### config.mk
export PLATFORM = sky130hd
export DESIGN_NAME = mcrb_top
export DESIGN_NICKNAME = d
export VERILOG_FILES = /design/src/include/mcrb_pkg.sv /design/src/design/mcrb_serial_slave.sv /design/src/design/mcrb_top.sv
export SDC_FILE = /design/constraint.sdc
export NUM_CORES = 2
export LEC_CHECK = 0
export BUFFER_PORTS_ARGS = -buffer_cell sky130_fd_sc_hd__buf_2
export CAP_MARGIN = 20
export CORE_MARGIN = 2
export CORE_UTILIZATION = 34
export CTS_CLUSTER_DIAMETER = 200
export DETAILED_ROUTE_END_ITERATION = 12
export GPL_ROUTABILITY_DRIVEN = 1
export PLACE_DENSITY = 0.55
export SETUP_SLACK_MARGIN = 0.4
export SKIP_LAST_GASP = 1
export SLEW_MARGIN = 20
export SYNTH_ARGS = -nofsm -noshare
export SYNTH_HDL_FRONTEND = slang
export SYNTH_SLANG_ARGS = --single-unit
### constraint.sdc
create_clock -name clk -period 17 [get_ports clk]
set_input_delay 2.55 -clock clk [delete_from_list [all_inputs] [get_ports clk]]
set_output_delay 2.55 -clock clk [all_outputs]
set_load 0.01 [all_outputs]
### src/include/mcrb_pkg.sv
// Constants, field layout and carrier types of the motor configuration register bank.
// Assumes one 20 MHz clock and a word-wide EEPROM read port answering while strobed.
// Functional notes
// - Rated voltage equals the eight-bit voltage code divided by five.
// - Rated electrical frequency in hertz equals the speed code times 0.530.
// - Rated current in mA equals current code over (sense code over 125).
// - Winding resistance scales by resistance and sense codes, ohms = code*sense/5120.
// - Startup current code zero means none; else rated*(code+1)/8.
// - Acceleration equals code times 0.05 Hz/s, or 3.2 Hz/s with range set.
// - Loop-select bit one gives closed-loop speed control, zero gives open loop.
// - Input-kind bit one takes analog speed, zero takes digital pulse input.
// - For digital input, one means frequency command, zero means duty-cycle command.
// - Duty input band bit one expects at most 2.8 kHz, zero above.
// - Ratio code times 0.25 gives rpm per hertz; host keeps code at 42 or less.
// - Bus address of each register is its EEPROM word address plus 64.
// - EEPROM words load at power-on; later host writes take effect at once.
// - Each transfer carries sixteen bits as two bytes, high byte first.
package mcrb_pkg;

    // Address map
    localparam logic [7:0] EE_TO_REG_OFFSET = 8'h40;
    localparam logic [4:0] EE_FIRST_WORD    = 5'h08;
    localparam logic [4:0] EE_LAST_WORD     = 5'h16;
    localparam int         NUM_REGS         = 15;
    localparam logic [6:0] DEV_BUS_ADDR     = 7'h55;

    localparam logic [7:0] SPEED_LOOP_CFG_ADDR        = 8'h48;
    localparam logic [7:0] ACCEL_RESISTANCE_CFG_ADDR  = 8'h49;
    localparam logic [7:0] CURRENT_INPUT_CFG_ADDR     = 8'h4a;
    localparam logic [7:0] STARTUP_CFG_ADDR           = 8'h4b;
    localparam logic [7:0] OBSERVER_PROP_GAIN_ADDR    = 8'h4c;
    localparam logic [7:0] OBSERVER_INTEGRAL_GAIN_ADDR = 8'h4d;
    localparam logic [7:0] TACH_OUTPUT_CFG_ADDR       = 8'h4e;
    localparam logic [7:0] SOFT_SWITCH_DEADTIME_ADDR  = 8'h4f;
    localparam logic [7:0] PROTECTION_BUFFER_CFG_ADDR = 8'h50;
    localparam logic [7:0] HOST_SPEED_COMMAND_ADDR    = 8'h51;
    localparam logic [7:0] GATE_SLEW_PROBE_CFG_ADDR   = 8'h52;
    localparam logic [7:0] FET_CAP_COMP_CFG_ADDR      = 8'h53;
    localparam logic [7:0] VOLTAGE_SHUNT_RATING_ADDR  = 8'h54;
    localparam logic [7:0] INPUT_THRESHOLD_STBY_ADDR  = 8'h55;
    localparam logic [7:0] RATIO_RESTART_BRAKE_ADDR   = 8'h56;
    localparam logic [7:0] LAST_REG_ADDR              = 8'h56;

    // Register indices (address minus first address)
    localparam int IDX_SPEED   = 0;
    localparam int IDX_ACCEL   = 1;
    localparam int IDX_CURRENT = 2;
    localparam int IDX_SOFT    = 7;
    localparam int IDX_HOSTSPD = 9;
    localparam int IDX_RATING  = 12;
    localparam int IDX_RATIO   = 14;
    localparam int IDX_TACH    = 6;

    // Field positions
    localparam int RATED_SPEED_MSB = 10;
    localparam int CLOSED_LOOP_BIT = 11;
    localparam int DIGITAL_FREQ_BIT = 12;
    localparam int ACCEL_RANGE_BIT = 13;
    localparam int DIRECTION_BIT   = 14;
    localparam int DUTY_BAND_BIT   = 15;
    localparam int ACCEL_MSB       = 7;
    localparam int RES_LSB         = 8;
    localparam int RES_MSB         = 15;
    localparam int RATED_CUR_MSB   = 10;
    localparam int INPUT_KIND_BIT  = 11;
    localparam int START_CUR_LSB   = 13;
    localparam int START_CUR_MSB   = 15;
    localparam int FG_DIS_BIT      = 4;
    localparam int SOFT_OFF_BIT    = 6;
    localparam int SOFT_ON_BIT     = 7;
    localparam int DEADTIME_LSB    = 8;
    localparam int DEADTIME_MSB    = 11;
    localparam int SPD_DEMAND_MSB  = 8;
    localparam int HOST_SPD_BIT    = 9;
    localparam int VOLT_MSB        = 7;
    localparam int SENSE_LSB       = 8;
    localparam int SENSE_MSB       = 15;
    localparam int RATIO_MSB       = 5;
    localparam int BRAKE_MODE_BIT  = 8;
    localparam int DT_COMP_BIT     = 12;

    // Scaling constants
    localparam logic [8:0]  VOLT_DV_PER_CODE   = 9'h002;
    localparam logic [20:0] SPEED_MHZ_PER_CODE = 21'd530;
    localparam logic [17:0] SENSE_DIVISOR      = 18'd125;
    localparam logic [20:0] RES_MOHM_MULT      = 21'd25;
    localparam int          RES_MOHM_SHIFT     = 7;
    localparam int          START_CUR_SHIFT    = 3;
    localparam logic [19:0] ACCEL_FINE_MHZ     = 20'd50;
    localparam logic [19:0] ACCEL_COARSE_MHZ   = 20'd3200;
    localparam logic [10:0] RATIO_X100_STEP    = 11'd25;
    localparam logic [5:0]  RATIO_MAX_CODE     = 6'd42;
    localparam int          DEADTIME_STEP_NS   = 40;
    localparam logic [9:0]  DEADTIME_STEP      = 10'(DEADTIME_STEP_NS);

    typedef enum logic [1:0] {
        LD_REQ  = 2'b00,
        LD_CAP  = 2'b01,
        LD_DONE = 2'b10
    } mcrb_load_state_t;

    typedef enum logic [2:0] {
        BUS_IDLE = 3'b000,
        BUS_RX   = 3'b001,
        BUS_ACK  = 3'b010,
        BUS_TX   = 3'b011,
        BUS_MACK = 3'b100
    } mcrb_bus_state_t;

    // Decoded operating parameters handed to the motor core
    typedef struct packed {
        logic [8:0]  rated_voltage_dv;
        logic [20:0] rated_speed_mhz;
        logic [17:0] rated_current_ma;
        logic [13:0] resistance_mohm;
        logic        startup_cur_valid;
        logic [17:0] startup_current_ma;
        logic [19:0] accel_mhz_per_s;
        logic        closed_loop;
        logic        input_kind_select;
        logic        digital_freq_cmd;
        logic        duty_input_band;
        logic        direction_abc;
        logic [10:0] ratio_rpm_hz_x100;
        logic [9:0]  deadtime_ns;
        logic        soft_on;
        logic        soft_off;
        logic        fg_pin_dis;
        logic        host_speed_mode;
        logic [8:0]  host_speed_demand;
        logic        brake_mode;
        logic        deadtime_comp;
    } mcrb_cfg_t;

endpackage
### src/design/mcrb_serial_slave.sv
// Two-wire serial slave engine: byte framing, acknowledge and word assembly.
// Assumes scl and sda arrive asynchronously; both are double-flopped here.
`timescale 1ns/1ps
module mcrb_serial_slave
    import mcrb_pkg::*;
(
    input  wire logic        clk,         // System clock
    input  wire logic        rst_n,       // Synchronised reset, active low
    input  wire logic        scl_in,      // Bus clock pin
    input  wire logic        sda_in,      // Bus data pin level
    output logic             sda_oe,      // High while pulling data low
    output logic [7:0]       reg_ptr,     // Register pointer set by host
    input  wire logic [15:0] rd_word,     // Word at reg_ptr
    output logic             wr_pulse,    // One-cycle write strobe
    output logic [15:0]      wr_word      // Word to write
);
    logic [1:0]      scl_sync_reg;
    logic [1:0]      sda_sync_reg;
    logic            scl_prev_reg;
    logic            sda_prev_reg;
    mcrb_bus_state_t state_reg;
    logic [3:0]      bit_cnt_reg;
    logic [1:0]      byte_idx_reg;
    logic [7:0]      shift_reg;
    logic [7:0]      hi_byte_reg;
    logic [15:0]     tx_reg;
    logic            read_reg;
    logic            lo_sent_reg;
    logic            mack_ok_reg;
    logic            scl_rise;
    logic            scl_fall;
    logic            start_det;
    logic            stop_det;

    // Two flops ahead of any logic; edge history taken from the second
    always_ff @(posedge clk or negedge rst_n) begin
        if (!rst_n) begin
            scl_sync_reg <= 2'h3;
            sda_sync_reg <= 2'h3;
            scl_prev_reg <= 1'b1;
            sda_prev_reg <= 1'b1;
        end else begin
            scl_sync_reg <= {scl_sync_reg[0], scl_in};
            sda_sync_reg <= {sda_sync_reg[0], sda_in};
            scl_prev_reg <= scl_sync_reg[1];
            sda_prev_reg <= sda_sync_reg[1];
        end
    end

    assign scl_rise  = scl_sync_reg[1] & ~scl_prev_reg;
    assign scl_fall  = ~scl_sync_reg[1] & scl_prev_reg;
    assign start_det = scl_sync_reg[1] & scl_prev_reg & sda_prev_reg & ~sda_sync_reg[1];
    assign stop_det  = scl_sync_reg[1] & scl_prev_reg & ~sda_prev_reg & sda_sync_reg[1];

    // Protocol sequencer; start or stop aborts anything in flight
    always_ff @(posedge clk or negedge rst_n) begin
        if (!rst_n) begin
            state_reg    <= BUS_IDLE;
            bit_cnt_reg  <= 4'h0;
            byte_idx_reg <= 2'h0;
            shift_reg    <= 8'h00;
            hi_byte_reg  <= 8'h00;
            tx_reg       <= 16'h0000;
            read_reg     <= 1'b0;
            lo_sent_reg  <= 1'b0;
            mack_ok_reg  <= 1'b0;
            sda_oe       <= 1'b0;
            reg_ptr      <= 8'h00;
            wr_pulse     <= 1'b0;
            wr_word      <= 16'h0000;
        end else begin
            wr_pulse <= 1'b0;
            if (start_det) begin
                state_reg    <= BUS_RX;
                bit_cnt_reg  <= 4'h0;
                byte_idx_reg <= 2'h0;
                sda_oe       <= 1'b0;
            end else if (stop_det) begin
                state_reg <= BUS_IDLE;
                sda_oe    <= 1'b0;
            end else begin
                case (state_reg)
                    BUS_RX: begin
                        if (scl_rise) begin
                            shift_reg   <= {shift_reg[6:0], sda_sync_reg[1]};
                            bit_cnt_reg <= bit_cnt_reg + 4'h1;
                        end else if (scl_fall && bit_cnt_reg == 4'h8) begin
                            bit_cnt_reg <= 4'h0;
                            state_reg   <= BUS_ACK;
                            sda_oe      <= 1'b1;
                            byte_idx_reg <= (byte_idx_reg == 2'h3) ? 2'h2 : byte_idx_reg + 2'h1;
                            case (byte_idx_reg)
                                2'h0: begin
                                    if (shift_reg[7:1] != DEV_BUS_ADDR) begin
                                        state_reg <= BUS_IDLE; // Not ours: no acknowledge
                                        sda_oe    <= 1'b0;
                                    end
                                    read_reg <= shift_reg[0];
                                end
                                2'h1: reg_ptr <= shift_reg;
                                2'h2: hi_byte_reg <= shift_reg; // High byte comes first
                                default: begin
                                    wr_word  <= {hi_byte_reg, shift_reg};
                                    wr_pulse <= 1'b1;
                                end
                            endcase
                        end
                    end
                    BUS_ACK: begin
                        if (scl_fall) begin
                            if (read_reg) begin
                                // Word captured once so both bytes come from one value
                                sda_oe      <= ~rd_word[15];
                                tx_reg      <= {rd_word[14:0], 1'b0};
                                bit_cnt_reg <= 4'h1;
                                lo_sent_reg <= 1'b0;
                                state_reg   <= BUS_TX;
                            end else begin
                                sda_oe    <= 1'b0;
                                state_reg <= BUS_RX;
                            end
                        end
                    end
                    BUS_TX: begin
                        if (scl_fall) begin
                            if (bit_cnt_reg == 4'h8) begin
                                sda_oe    <= 1'b0;
                                state_reg <= BUS_MACK;
                            end else begin
                                sda_oe      <= ~tx_reg[15];
                                tx_reg      <= {tx_reg[14:0], 1'b0};
                                bit_cnt_reg <= bit_cnt_reg + 4'h1;
                            end
                        end
                    end
                    BUS_MACK: begin
                        if (scl_rise) begin
                            mack_ok_reg <= ~sda_sync_reg[1];
                        end else if (scl_fall) begin
                            if (mack_ok_reg && !lo_sent_reg) begin
                                sda_oe      <= ~tx_reg[15]; // Low byte follows
                                tx_reg      <= {tx_reg[14:0], 1'b0};
                                bit_cnt_reg <= 4'h1;
                                lo_sent_reg <= 1'b1;
                                state_reg   <= BUS_TX;
                            end else begin
                                state_reg <= BUS_IDLE;
                            end
                        end
                    end
                    default: state_reg <= BUS_IDLE;
                endcase
            end
        end
    end
endmodule

### src/design/mcrb_top.sv
// Motor configuration register bank: EEPROM mirror, host access and field decode.
// Assumes an EEPROM read port whose data stands while ee_rd_en is high.
`timescale 1ns/1ps
module mcrb_top
    import mcrb_pkg::*;
(
    input  wire logic        clk,          // 20 MHz system clock
    input  wire logic        resetn,       // Asynchronous reset, active low
    input  wire logic        scl_in,       // Serial bus clock pin
    input  wire logic        sda_in,       // Serial bus data pin level
    output logic             sda_out,      // Data drive level, always low
    output logic             sda_oe,       // High while pulling data low
    output logic             ee_rd_en,     // EEPROM word read strobe
    output logic [4:0]       ee_addr,      // EEPROM word address
    input  wire logic [15:0] ee_rd_data,   // EEPROM word, while strobed
    output logic             load_done,    // Power-on copy finished
    output mcrb_cfg_t        cfg           // Decoded operating parameters
);
    logic [1:0]       rst_sync_reg;
    logic             rst_n;
    mcrb_load_state_t ld_state_reg;
    logic [15:0]      mem_reg [NUM_REGS];
    logic [7:0]       reg_ptr;
    logic [15:0]      rd_word;
    logic             wr_pulse;
    logic [15:0]      wr_word;
    logic             sda_oe_eng;
    logic [4:0]       cap_idx;
    logic [7:0]       wr_idx;
    logic             wr_hit;
    mcrb_cfg_t        cfg_next;

    // Reset released through two flops
    always_ff @(posedge clk or negedge resetn) begin
        if (!resetn) begin
            rst_sync_reg <= 2'h0;
        end else begin
            rst_sync_reg <= {rst_sync_reg[0], 1'b1};
        end
    end
    assign rst_n = rst_sync_reg[1];

    // Power-on copy of EEPROM words into the mirror
    always_ff @(posedge clk or negedge rst_n) begin
        if (!rst_n) begin
            ld_state_reg <= LD_REQ;
            ee_addr      <= EE_FIRST_WORD;
            ee_rd_en     <= 1'b0;
            load_done    <= 1'b0;
        end else begin
            case (ld_state_reg)
                LD_REQ: begin
                    ee_rd_en     <= 1'b1;
                    ld_state_reg <= LD_CAP;
                end
                LD_CAP: begin
                    ee_rd_en <= 1'b0;
                    if (ee_addr == EE_LAST_WORD) begin
                        ld_state_reg <= LD_DONE;
                        load_done    <= 1'b1;
                    end else begin
                        ee_addr      <= ee_addr + 5'h01;
                        ld_state_reg <= LD_REQ;
                    end
                end
                LD_DONE: ld_state_reg <= LD_DONE;
                default: ld_state_reg <= LD_REQ;
            endcase
        end
    end

    // EEPROM word n lands in register n plus 64, bit for bit
    assign cap_idx = ee_addr - EE_FIRST_WORD;
    assign wr_idx  = reg_ptr - (8'({3'h0, EE_FIRST_WORD}) + EE_TO_REG_OFFSET);
    assign wr_hit  = wr_pulse && (reg_ptr >= SPEED_LOOP_CFG_ADDR) && (reg_ptr <= LAST_REG_ADDR);

    // Mirror storage; load has priority, host writes ignored until it ends
    generate
        for (genvar i = 0; i < NUM_REGS; i++) begin : g_word
            always_ff @(posedge clk or negedge rst_n) begin
                if (!rst_n) begin
                    mem_reg[i] <= 16'h0000;
                end else if (ld_state_reg == LD_CAP && cap_idx == 5'(i)) begin
                    mem_reg[i] <= ee_rd_data;
                end else if (load_done && wr_hit && wr_idx == 8'(i)) begin
                    mem_reg[i] <= wr_word; // All bits stored
                end
            end
        end
    endgenerate

    // Readback; unmapped addresses read zero
    always_comb begin
        rd_word = 16'h0000;
        if (reg_ptr >= SPEED_LOOP_CFG_ADDR && reg_ptr <= LAST_REG_ADDR) begin
            rd_word = mem_reg[4'(reg_ptr - SPEED_LOOP_CFG_ADDR)];
        end
    end

    mcrb_serial_slave u_slave (
        .clk      (clk),
        .rst_n    (rst_n),
        .scl_in   (scl_in),
        .sda_in   (sda_in),
        .sda_oe   (sda_oe_eng),
        .reg_ptr  (reg_ptr),
        .rd_word  (rd_word),
        .wr_pulse (wr_pulse),
        .wr_word  (wr_word)
    );

    // Open-drain pin: only ever pulled low
    always_ff @(posedge clk or negedge rst_n) begin
        if (!rst_n) begin
            sda_out <= 1'b0;
            sda_oe  <= 1'b0;
        end else begin
            sda_out <= 1'b0;
            sda_oe  <= sda_oe_eng;
        end
    end

    // Field decode; only documented fields are read, so spare bits are inert
    always_comb begin
        logic [7:0]  volt_code;
        logic [7:0]  sense_code;
        logic [10:0] cur_code;
        logic [2:0]  start_code;
        logic [5:0]  ratio_code;
        logic [17:0] cur_num;
        logic [20:0] res_prod;
        logic [20:0] start_prod;
        volt_code  = mem_reg[IDX_RATING][VOLT_MSB:0];
        sense_code = mem_reg[IDX_RATING][SENSE_MSB:SENSE_LSB];
        cur_code   = mem_reg[IDX_CURRENT][RATED_CUR_MSB:0];
        start_code = mem_reg[IDX_CURRENT][START_CUR_MSB:START_CUR_LSB];
        ratio_code = mem_reg[IDX_RATIO][RATIO_MSB:0];
        cur_num    = 18'(cur_code) * SENSE_DIVISOR;
        res_prod   = 21'(mem_reg[IDX_ACCEL][RES_MSB:RES_LSB]) * 21'(sense_code) * RES_MOHM_MULT;
        cfg_next   = '0;

        // Tenths of a volt: code/5 volts
        cfg_next.rated_voltage_dv = 9'(volt_code) * VOLT_DV_PER_CODE;
        cfg_next.rated_speed_mhz  = 21'(mem_reg[IDX_SPEED][RATED_SPEED_MSB:0]) * SPEED_MHZ_PER_CODE;
        // Zero sense code would divide by zero; saturate instead
        cfg_next.rated_current_ma = (sense_code == 8'h00) ? '1 : cur_num / 18'(sense_code);
        // code*sense/5120 ohms expressed in milliohms
        cfg_next.resistance_mohm  = 14'(res_prod >> RES_MOHM_SHIFT);
        start_prod = 21'(cfg_next.rated_current_ma) * 21'({1'b0, start_code} + 4'h1);
        cfg_next.startup_cur_valid  = (start_code != 3'h0);
        cfg_next.startup_current_ma = (start_code == 3'h0) ? 18'h00000
                                      : 18'(start_prod >> START_CUR_SHIFT);
        cfg_next.accel_mhz_per_s  = 20'(mem_reg[IDX_ACCEL][ACCEL_MSB:0])
                                    * (mem_reg[IDX_SPEED][ACCEL_RANGE_BIT] ? ACCEL_COARSE_MHZ
                                                                           : ACCEL_FINE_MHZ);
        cfg_next.closed_loop       = mem_reg[IDX_SPEED][CLOSED_LOOP_BIT];
        cfg_next.input_kind_select = mem_reg[IDX_CURRENT][INPUT_KIND_BIT];
        // Pulse kind only matters when the digital input is selected
        cfg_next.digital_freq_cmd  = ~mem_reg[IDX_CURRENT][INPUT_KIND_BIT]
                                     & mem_reg[IDX_SPEED][DIGITAL_FREQ_BIT];
        cfg_next.duty_input_band   = mem_reg[IDX_SPEED][DUTY_BAND_BIT];
        cfg_next.direction_abc     = mem_reg[IDX_SPEED][DIRECTION_BIT];
        // Out-of-range ratio clamped rather than trusted
        cfg_next.ratio_rpm_hz_x100 = 11'((ratio_code > RATIO_MAX_CODE) ? RATIO_MAX_CODE : ratio_code)
                                     * RATIO_X100_STEP;
        cfg_next.deadtime_ns       = (10'(mem_reg[IDX_SOFT][DEADTIME_MSB:DEADTIME_LSB]) + 10'h001)
                                     * DEADTIME_STEP;
        cfg_next.soft_on           = mem_reg[IDX_SOFT][SOFT_ON_BIT];
        cfg_next.soft_off          = mem_reg[IDX_SOFT][SOFT_OFF_BIT];
        cfg_next.fg_pin_dis        = mem_reg[IDX_TACH][FG_DIS_BIT];
        cfg_next.host_speed_mode   = mem_reg[IDX_HOSTSPD][HOST_SPD_BIT];
        cfg_next.host_speed_demand = mem_reg[IDX_HOSTSPD][SPD_DEMAND_MSB:0];
        cfg_next.brake_mode        = mem_reg[IDX_RATIO][BRAKE_MODE_BIT];
        cfg_next.deadtime_comp     = mem_reg[IDX_RATIO][DT_COMP_BIT];
    end

    // Decoded view registered; a write shows here one cycle later
    always_ff @(posedge clk or negedge rst_n) begin
        if (!rst_n) begin
            cfg <= '0;
        end else begin
            cfg <= cfg_next;
        end
    end
endmodule

==> After elaboration in Yosys (flattened, before gate mapping) <==
Cells that the tools add are included.
{ "totals": {"reg_bits": 465, "romBits": 0, "latch_bits": 0, "wordCells": 353, "mem_bits_rw": 0, "n_memories": 0, "output_inout_bits": 151} }
{ "classes": {"addsub": 7, "eq_ne": 65, "n_mul": 8, "n_bitwise": 21, "n_div": 1, "order_cmp": 4, "reduce_logical": 81, "shift": 0, "n_mux": 107} }
{ "ops": {"columns": ["operator", "n"], "rows": [
  ["$mux W16", 40],
  ["$bmux W16 S4", 1],
  ["$eq A8 B4 Y1 const B", 7],
  ["$pmux W16 S3", 1],
  ["$mux W4", 11],
  ["$reduce_bool A2 Y1", 19],
  ["$logic_and A1 B1 Y1", 36],
  ["$mux W18", 2],
  ["$eq A5 B4 Y1 const B", 7],
  ["$eq A8 B3 Y1 const B", 4],
  ["$mux W3", 10],
  ["$ne A4 B1 Y1 const B", 7],
  ["$mux W1", 24],
  ["$reduce_and A6 Y1", 4],
  ["$mul A16 B5 Y21 const B", 1],
  ["$mul A18 B4 Y21", 1],
  ["$eq A5 B3 Y1 const B", 4],
  ["$mul A11 B9 Y20 const B", 1],
  ["$mul A8 B12 Y20", 1],
  ["$mux W2", 10],
  ["$reduce_and A10 Y1", 2],
  ["$div A18 B8 Y18", 1],
  ["$mul A11 B7 Y18 const B", 1],
  ["$eq A8 B2 Y1 const B", 2],
  ["other kinds (54)", 97]
]} }

==> Depth between registers and ports, before layout <==
{ "logic_depth": {"depth_word": 12, "ltp_mapped": 231, "mapped_depth_nobuf": 220} }

==> Hierarchy <==
A second synthesis with hierarchy kept.
{ "unflattened": {"cells_unflattened": 3941, "hier_area_um2": 37679.9} }
{ "by_module_without_submodules": {"columns": ["module", "seq_area_each_um2", "area_each_um2", "cells_per_inst", "n_inst"], "rows": [
  ["mcrb_top", 9710.6, 34255.4, 3649, 1],
  ["mcrb_serial_slave", 1884.3, 3424.5, 292, 1]
]} }

==> Worst setup path after synthesis <==
OpenSTA, ideal clock, no wires.
{ "synth_timing": {"path_type": "flip-flop to flip-flop", "start": "register mem_reg[198] (netlist name)", "end": "register cfg[78] (netlist name)", "stages_incl_launch_ff": 215, "slack_ns": -25.754, "arrival_ns": 42.621, "required_ns": 16.867, "synth_period_minus_slack_ns": 42.754, "n_path_buf": 12, "cell_sequence": "dfrtp_1 > inv_1 > fa_1 > fa_1 > inv_1 > fa_1 > inv_1 > fa_1 > inv_1 > ha_1 > a21oi_1 > nand2_1 > o211ai_1 > nand2_1 > xnor2_1 > ha_1 > a22oi_1 > ha_1 > [... 179 more ...] > a21o_1 > a21o_1 > a21o_1 > a21oi_1 > o21bai_1 > a21oi_1 > o21bai_1 > a21oi_1 > o21bai_1 > a21oi_1 > o21bai_1 > a21oi_1 > o21bai_1 > a21oi_1 > o21ai_0 > a21oi_1 > xnor2_1 > nor2_1"} }
{ "synth_rtl": {"columns": ["element", "line_no", "text"], "rows": [
  ["start: declaration", "mcrb_top.sv:22", "logic [15:0] mem_reg [NUM_REGS];"],
  ["start signal: indexed assignment", "mcrb_top.sv:84", "mem_reg[i] <= ee_rd_data;"],
  ["start signal: indexed assignment", "mcrb_top.sv:86", "mem_reg[i] <= wr_word;"],
  ["end signal: assignment", "mcrb_top.sv:182", "cfg <= cfg_next;"],
  ["end: declaration", "mcrb_top.sv:17", "output mcrb_cfg_t cfg"]
]} }

==> impl_results.rst <==
.. list-table::
   :header-rows: 1

   * - Metric
     - Value
   * - Run status
     - finished, violations left
   * - Violated checks
     - setup timing
   * - Clock insertion delay at the later pin of the skew report
     - 0.66 ns
   * - DR DRC count
     - 0
   * - Via count of the first global-routing pass
     - 32270
   * - Effective utilization at floorplan
     - 34.29%
   * - Hold Fails Final Rpt
     - 0
   * - Flip-flop and latch count after synthesis
     - 463
   * - Fraction of layout instances using a drive strength above 1
     - 31.25%
   * - Dominant register cell in the synthesized netlist
     - sky130_fd_sc_hd__dfrtp_1
   * - Half-perimeter wire length after detailed placement
     - 83170 µm
   * - Worst rel slew slack
     - 31.61%
   * - Post-synthesis instance total
     - 3909
   * - Met2 wire len
     - 56750 µm
   * - Global-route total usage across every layer
     - 20.17%
   * - Largest net degree at the start of global routing
     - 165
   * - Number of DRC markers in iteration 0
     - 1748
   * - Die ar.
     - 112600 µm²
   * - Max-slew violations
     - 0
   * - Most used standard cell by instance count after synthesis
     - sky130_fd_sc_hd__dfrtp_1
   * - Number of buffers inserted during clock tree synthesis
     - 53
   * - Top post-synthesis cells by count
     - sky130_fd_sc_hd__dfrtp_1, sky130_fd_sc_hd__nand2_1, sky130_fd_sc_hd__ha_1
   * - Top-area cell type share of the netlist area
     - 30.53%
   * - WL/cell
     - 18.43 µm
   * - Clock-pin slew on the worst setup and hold paths
     - 0.05 ns
   * - CP Class
     - flip-flop to flip-flop
   * - Gpl congestion
     - 0.8774
   * - Slowest stage cell, crit path
     - sky130_fd_sc_hd__fa_1
   * - Worst Tran Pin Value
     - 1.023 ns
   * - Final Setup Violations
     - 26
   * - Number of top-level design ports
     - 171
   * - Clock Tree Root
     - sky130_fd_sc_hd__clkbuf_16
   * - Kind of end point of the critical path
     - flip-flop
   * - H-Tree Level Count
     - 2
   * - Post-Route M1 WL
     - 49980 µm
   * - CP peak stage delay
     - 0.56 ns
   * - CP startpoint kind
     - flip-flop
   * - Count of synthesis-stage warnings from yosys
     - 0
   * - Post-cts hold buffer count
     - 0
   * - Clock tree from TritonCTS
     - done
   * - Antenna violations before repair
     - 2
   * - Via density per instance
     - 5.124
   * - Growth of design area from synthesis to finish
     - 31.30%
   * - Hold Path Class
     - flip-flop to flip-flop
   * - Average size of a mapped cell
     - 9.563 µm²
   * - Clock sink count
     - 463
   * - Sequential area share after synthesis
     - 31.02%
   * - Remaining antenna violation count after routing
     - 0
   * - Number of rows in the core area
     - 121
   * - Setup repair after global routing missed its margin
     - true
   * - Post-route fraction of the period consumed by the critical path
     - 228.2%
   * - Largest register FFs
     - 221
   * - Setup slack after placement
     - -21.73 ns
   * - Synthesized cell area
     - 37380 µm²
   * - Async SR Flop Fraction
     - 100.0%
   * - Routed Wire Length
     - 115000 µm
   * - Yosys cell types
     - 111
   * - First-pass GRT wire length
     - 180000 µm
   * - Post-synth EDFFs
     - 0
   * - NumNets Final
     - 5329
   * - Global-route congestion overflow total
     - 0
   * - Wire length on met3
     - 4166 µm
   * - DIE WIDTH
     - 335.6 µm
   * - Number of max-cap violations
     - 0
   * - Buffers from clock root to sink, at most
     - 3
   * - Top cell by count, worst path
     - sky130_fd_sc_hd__buf_4
   * - Overall die height
     - 335.6 µm
   * - Highest attainable clock frequency
     - 0.02577 GHz
   * - CP Data Required Time
     - 17.53 ns
   * - Leading post-synthesis cells by cell area
     - sky130_fd_sc_hd__dfrtp_1, sky130_fd_sc_hd__ha_1, sky130_fd_sc_hd__mux2i_1
   * - Fin Clk Skew
     - 0.03128 ns
   * - Final min period
     - 38.80 ns
   * - Peak fanout along the critical path
     - 6
   * - Cell type with the highest aggregate area in the netlist
     - sky130_fd_sc_hd__dfrtp_1
   * - Overall via count from detail_route
     - 31970
   * - Critical path data arrival time
     - 39.33 ns
   * - Topmost layer with routed signal wires
     - met5
   * - Fillcell total
     - 10460
   * - Length of the first detailed-routing pass in iterations
     - 7
   * - Count of port buffers added during placement
     - 163
   * - Final Worst Setup Slack
     - -21.80 ns
   * - Core ar.
     - 109000 µm²
-- cells in the final DEF (no fill, tap or decap), types with 31 or more instances in the layout --
cell and n:
sky130_fd_sc_hd__xnor2_1 76, sky130_fd_sc_hd__a21oi_1 225, sky130_fd_sc_hd__clkbuf_16 53, sky130_fd_sc_hd__o21a_1 72, sky130_fd_sc_hd__ha_4 31, sky130_fd_sc_hd__a21o_1 39, sky130_fd_sc_hd__dfrtp_1 447, sky130_fd_sc_hd__fa_1 131
sky130_fd_sc_hd__xor2_1 37, sky130_fd_sc_hd__nor2_1 246, sky130_fd_sc_hd__o21bai_1 35, sky130_fd_sc_hd__buf_2 163, sky130_fd_sc_hd__mux4_2 64, sky130_fd_sc_hd__o21ai_0 220, sky130_fd_sc_hd__buf_4 771, sky130_fd_sc_hd__ha_1 361
sky130_fd_sc_hd__buf_6 57, sky130_fd_sc_hd__nand2_1 386, sky130_fd_sc_hd__nand3_1 33, sky130_fd_sc_hd__mux2_2 56, sky130_fd_sc_hd__and2_1 63, sky130_fd_sc_hd__inv_1 294, sky130_fd_sc_hd__nor3_1 81, sky130_fd_sc_hd__mux2i_1 267
-- layer usage --
layer | track usage [%] | vias up
met3 | 2.374 | 176
met1 | 25.66 | 15710
met5 | 0 | -
li1 | - | 15460
met2 | 35.06 | 628
met4 | 7.394 | 2
-- repair_timing --
item,4_1_cts,5_1_grt
resized for setup,105,96
buffers inserted,178,58
setup endpoints to repair,27,27
cloned,0,0
pin swaps,133,165
-- stage by stage --
| step | instance area (µm²) | utilization, % | TNS (ns) | hold WS [ns] | instances |
|---|---|---|---|---|---|
| floorplan | 38130 | - | -448.22 | 0.3312 | 3917 |
| global placement | 44490 | 40.81 | -435.53 | 0.3387 | 5905 |
| detailed placement | 44490 | 40.81 | -452.18 | 0.3389 | 5905 |
| CTS | 48180 | 44.20 | -438.99 | 0.3519 | 6179 |
| global route | 49080 | 45.03 | -502.56 | 0.3591 | 6238 |
| finish | 49080 | 45.03 | -458.41 | 0.3483 | 6239 |
-- path summary, 6_finish.rpt --
path	slack [ns]	cells past startpoint	startpoint	to
worst min register to register	0.35	0	rst_sync_reg[0]	rst_sync_reg[1]
worst max-delay path	-21.80	230	mem_reg[195]	cfg[72]
worst max register to register	-21.80	230	mem_reg[195]	cfg[72]
max in group asynchronous	13.64	3	rst_sync_reg[1]	cfg[48]
worst min-delay path	0.35	0	rst_sync_reg[0]	rst_sync_reg[1]
min in group asynchronous	0.37	0	rst_sync_reg[1]	cfg[4]
-- cell type report --
type | instances | area [µm²] | area share (%)
Antenna cell | 2 | 5.005 | 0.01020
Tap cell | 1414 | 1769 | 3.604
Timing Repair Buffer | 992 | 7266 | 14.80
Multi-Input combinational cell | 2964 | 25460 | 51.87
Clock buffer | 77 | 1526 | 3.110
Clock inverter | 19 | 286.5 | 0.5838
Inverter | 308 | 1156 | 2.355
Sequential cell | 463 | 11610 | 23.66
-- critical path, delay by kind of cell (launching register included) --
| kind | cells | cell delay, ns |
|---|---|---|
| AOI/OAI and AO/OA | 95 | 16.08 |
| adders and majority gates | 25 | 7.31 |
| buffers and inverters | 60 | 6.98 |
| and+or+nand+nor | 43 | 6.19 |
| muxes | 4 | 1.23 |
| DFF | 1 | 0.42 |
| xor gates and xnor gates | 3 | 0.41 |
-- cell families (layout without fill, tap and decap cells) --
family / Yosys count / after routing / share of synthesized area, %
AND/OR/NAND/NOR: 1042 / 1042 / 12.97
AO/OA/AOI/OAI: 858 / 858 / 14.48
adder cells (fa/ha/maj): 527 / 527 / 20.31
buffers and inverters: 490 / 1396 / 5.061
flip-flops: 463 / 463 / 31.02
multiplexers: 405 / 405 / 13.29
XOR/XNOR: 122 / 122 / 2.858
other: 2 / 12 / 0.02009
Power is not shown: default switching activity piles up to over one toggle a cycle in this logic, so the estimate is an artifact.
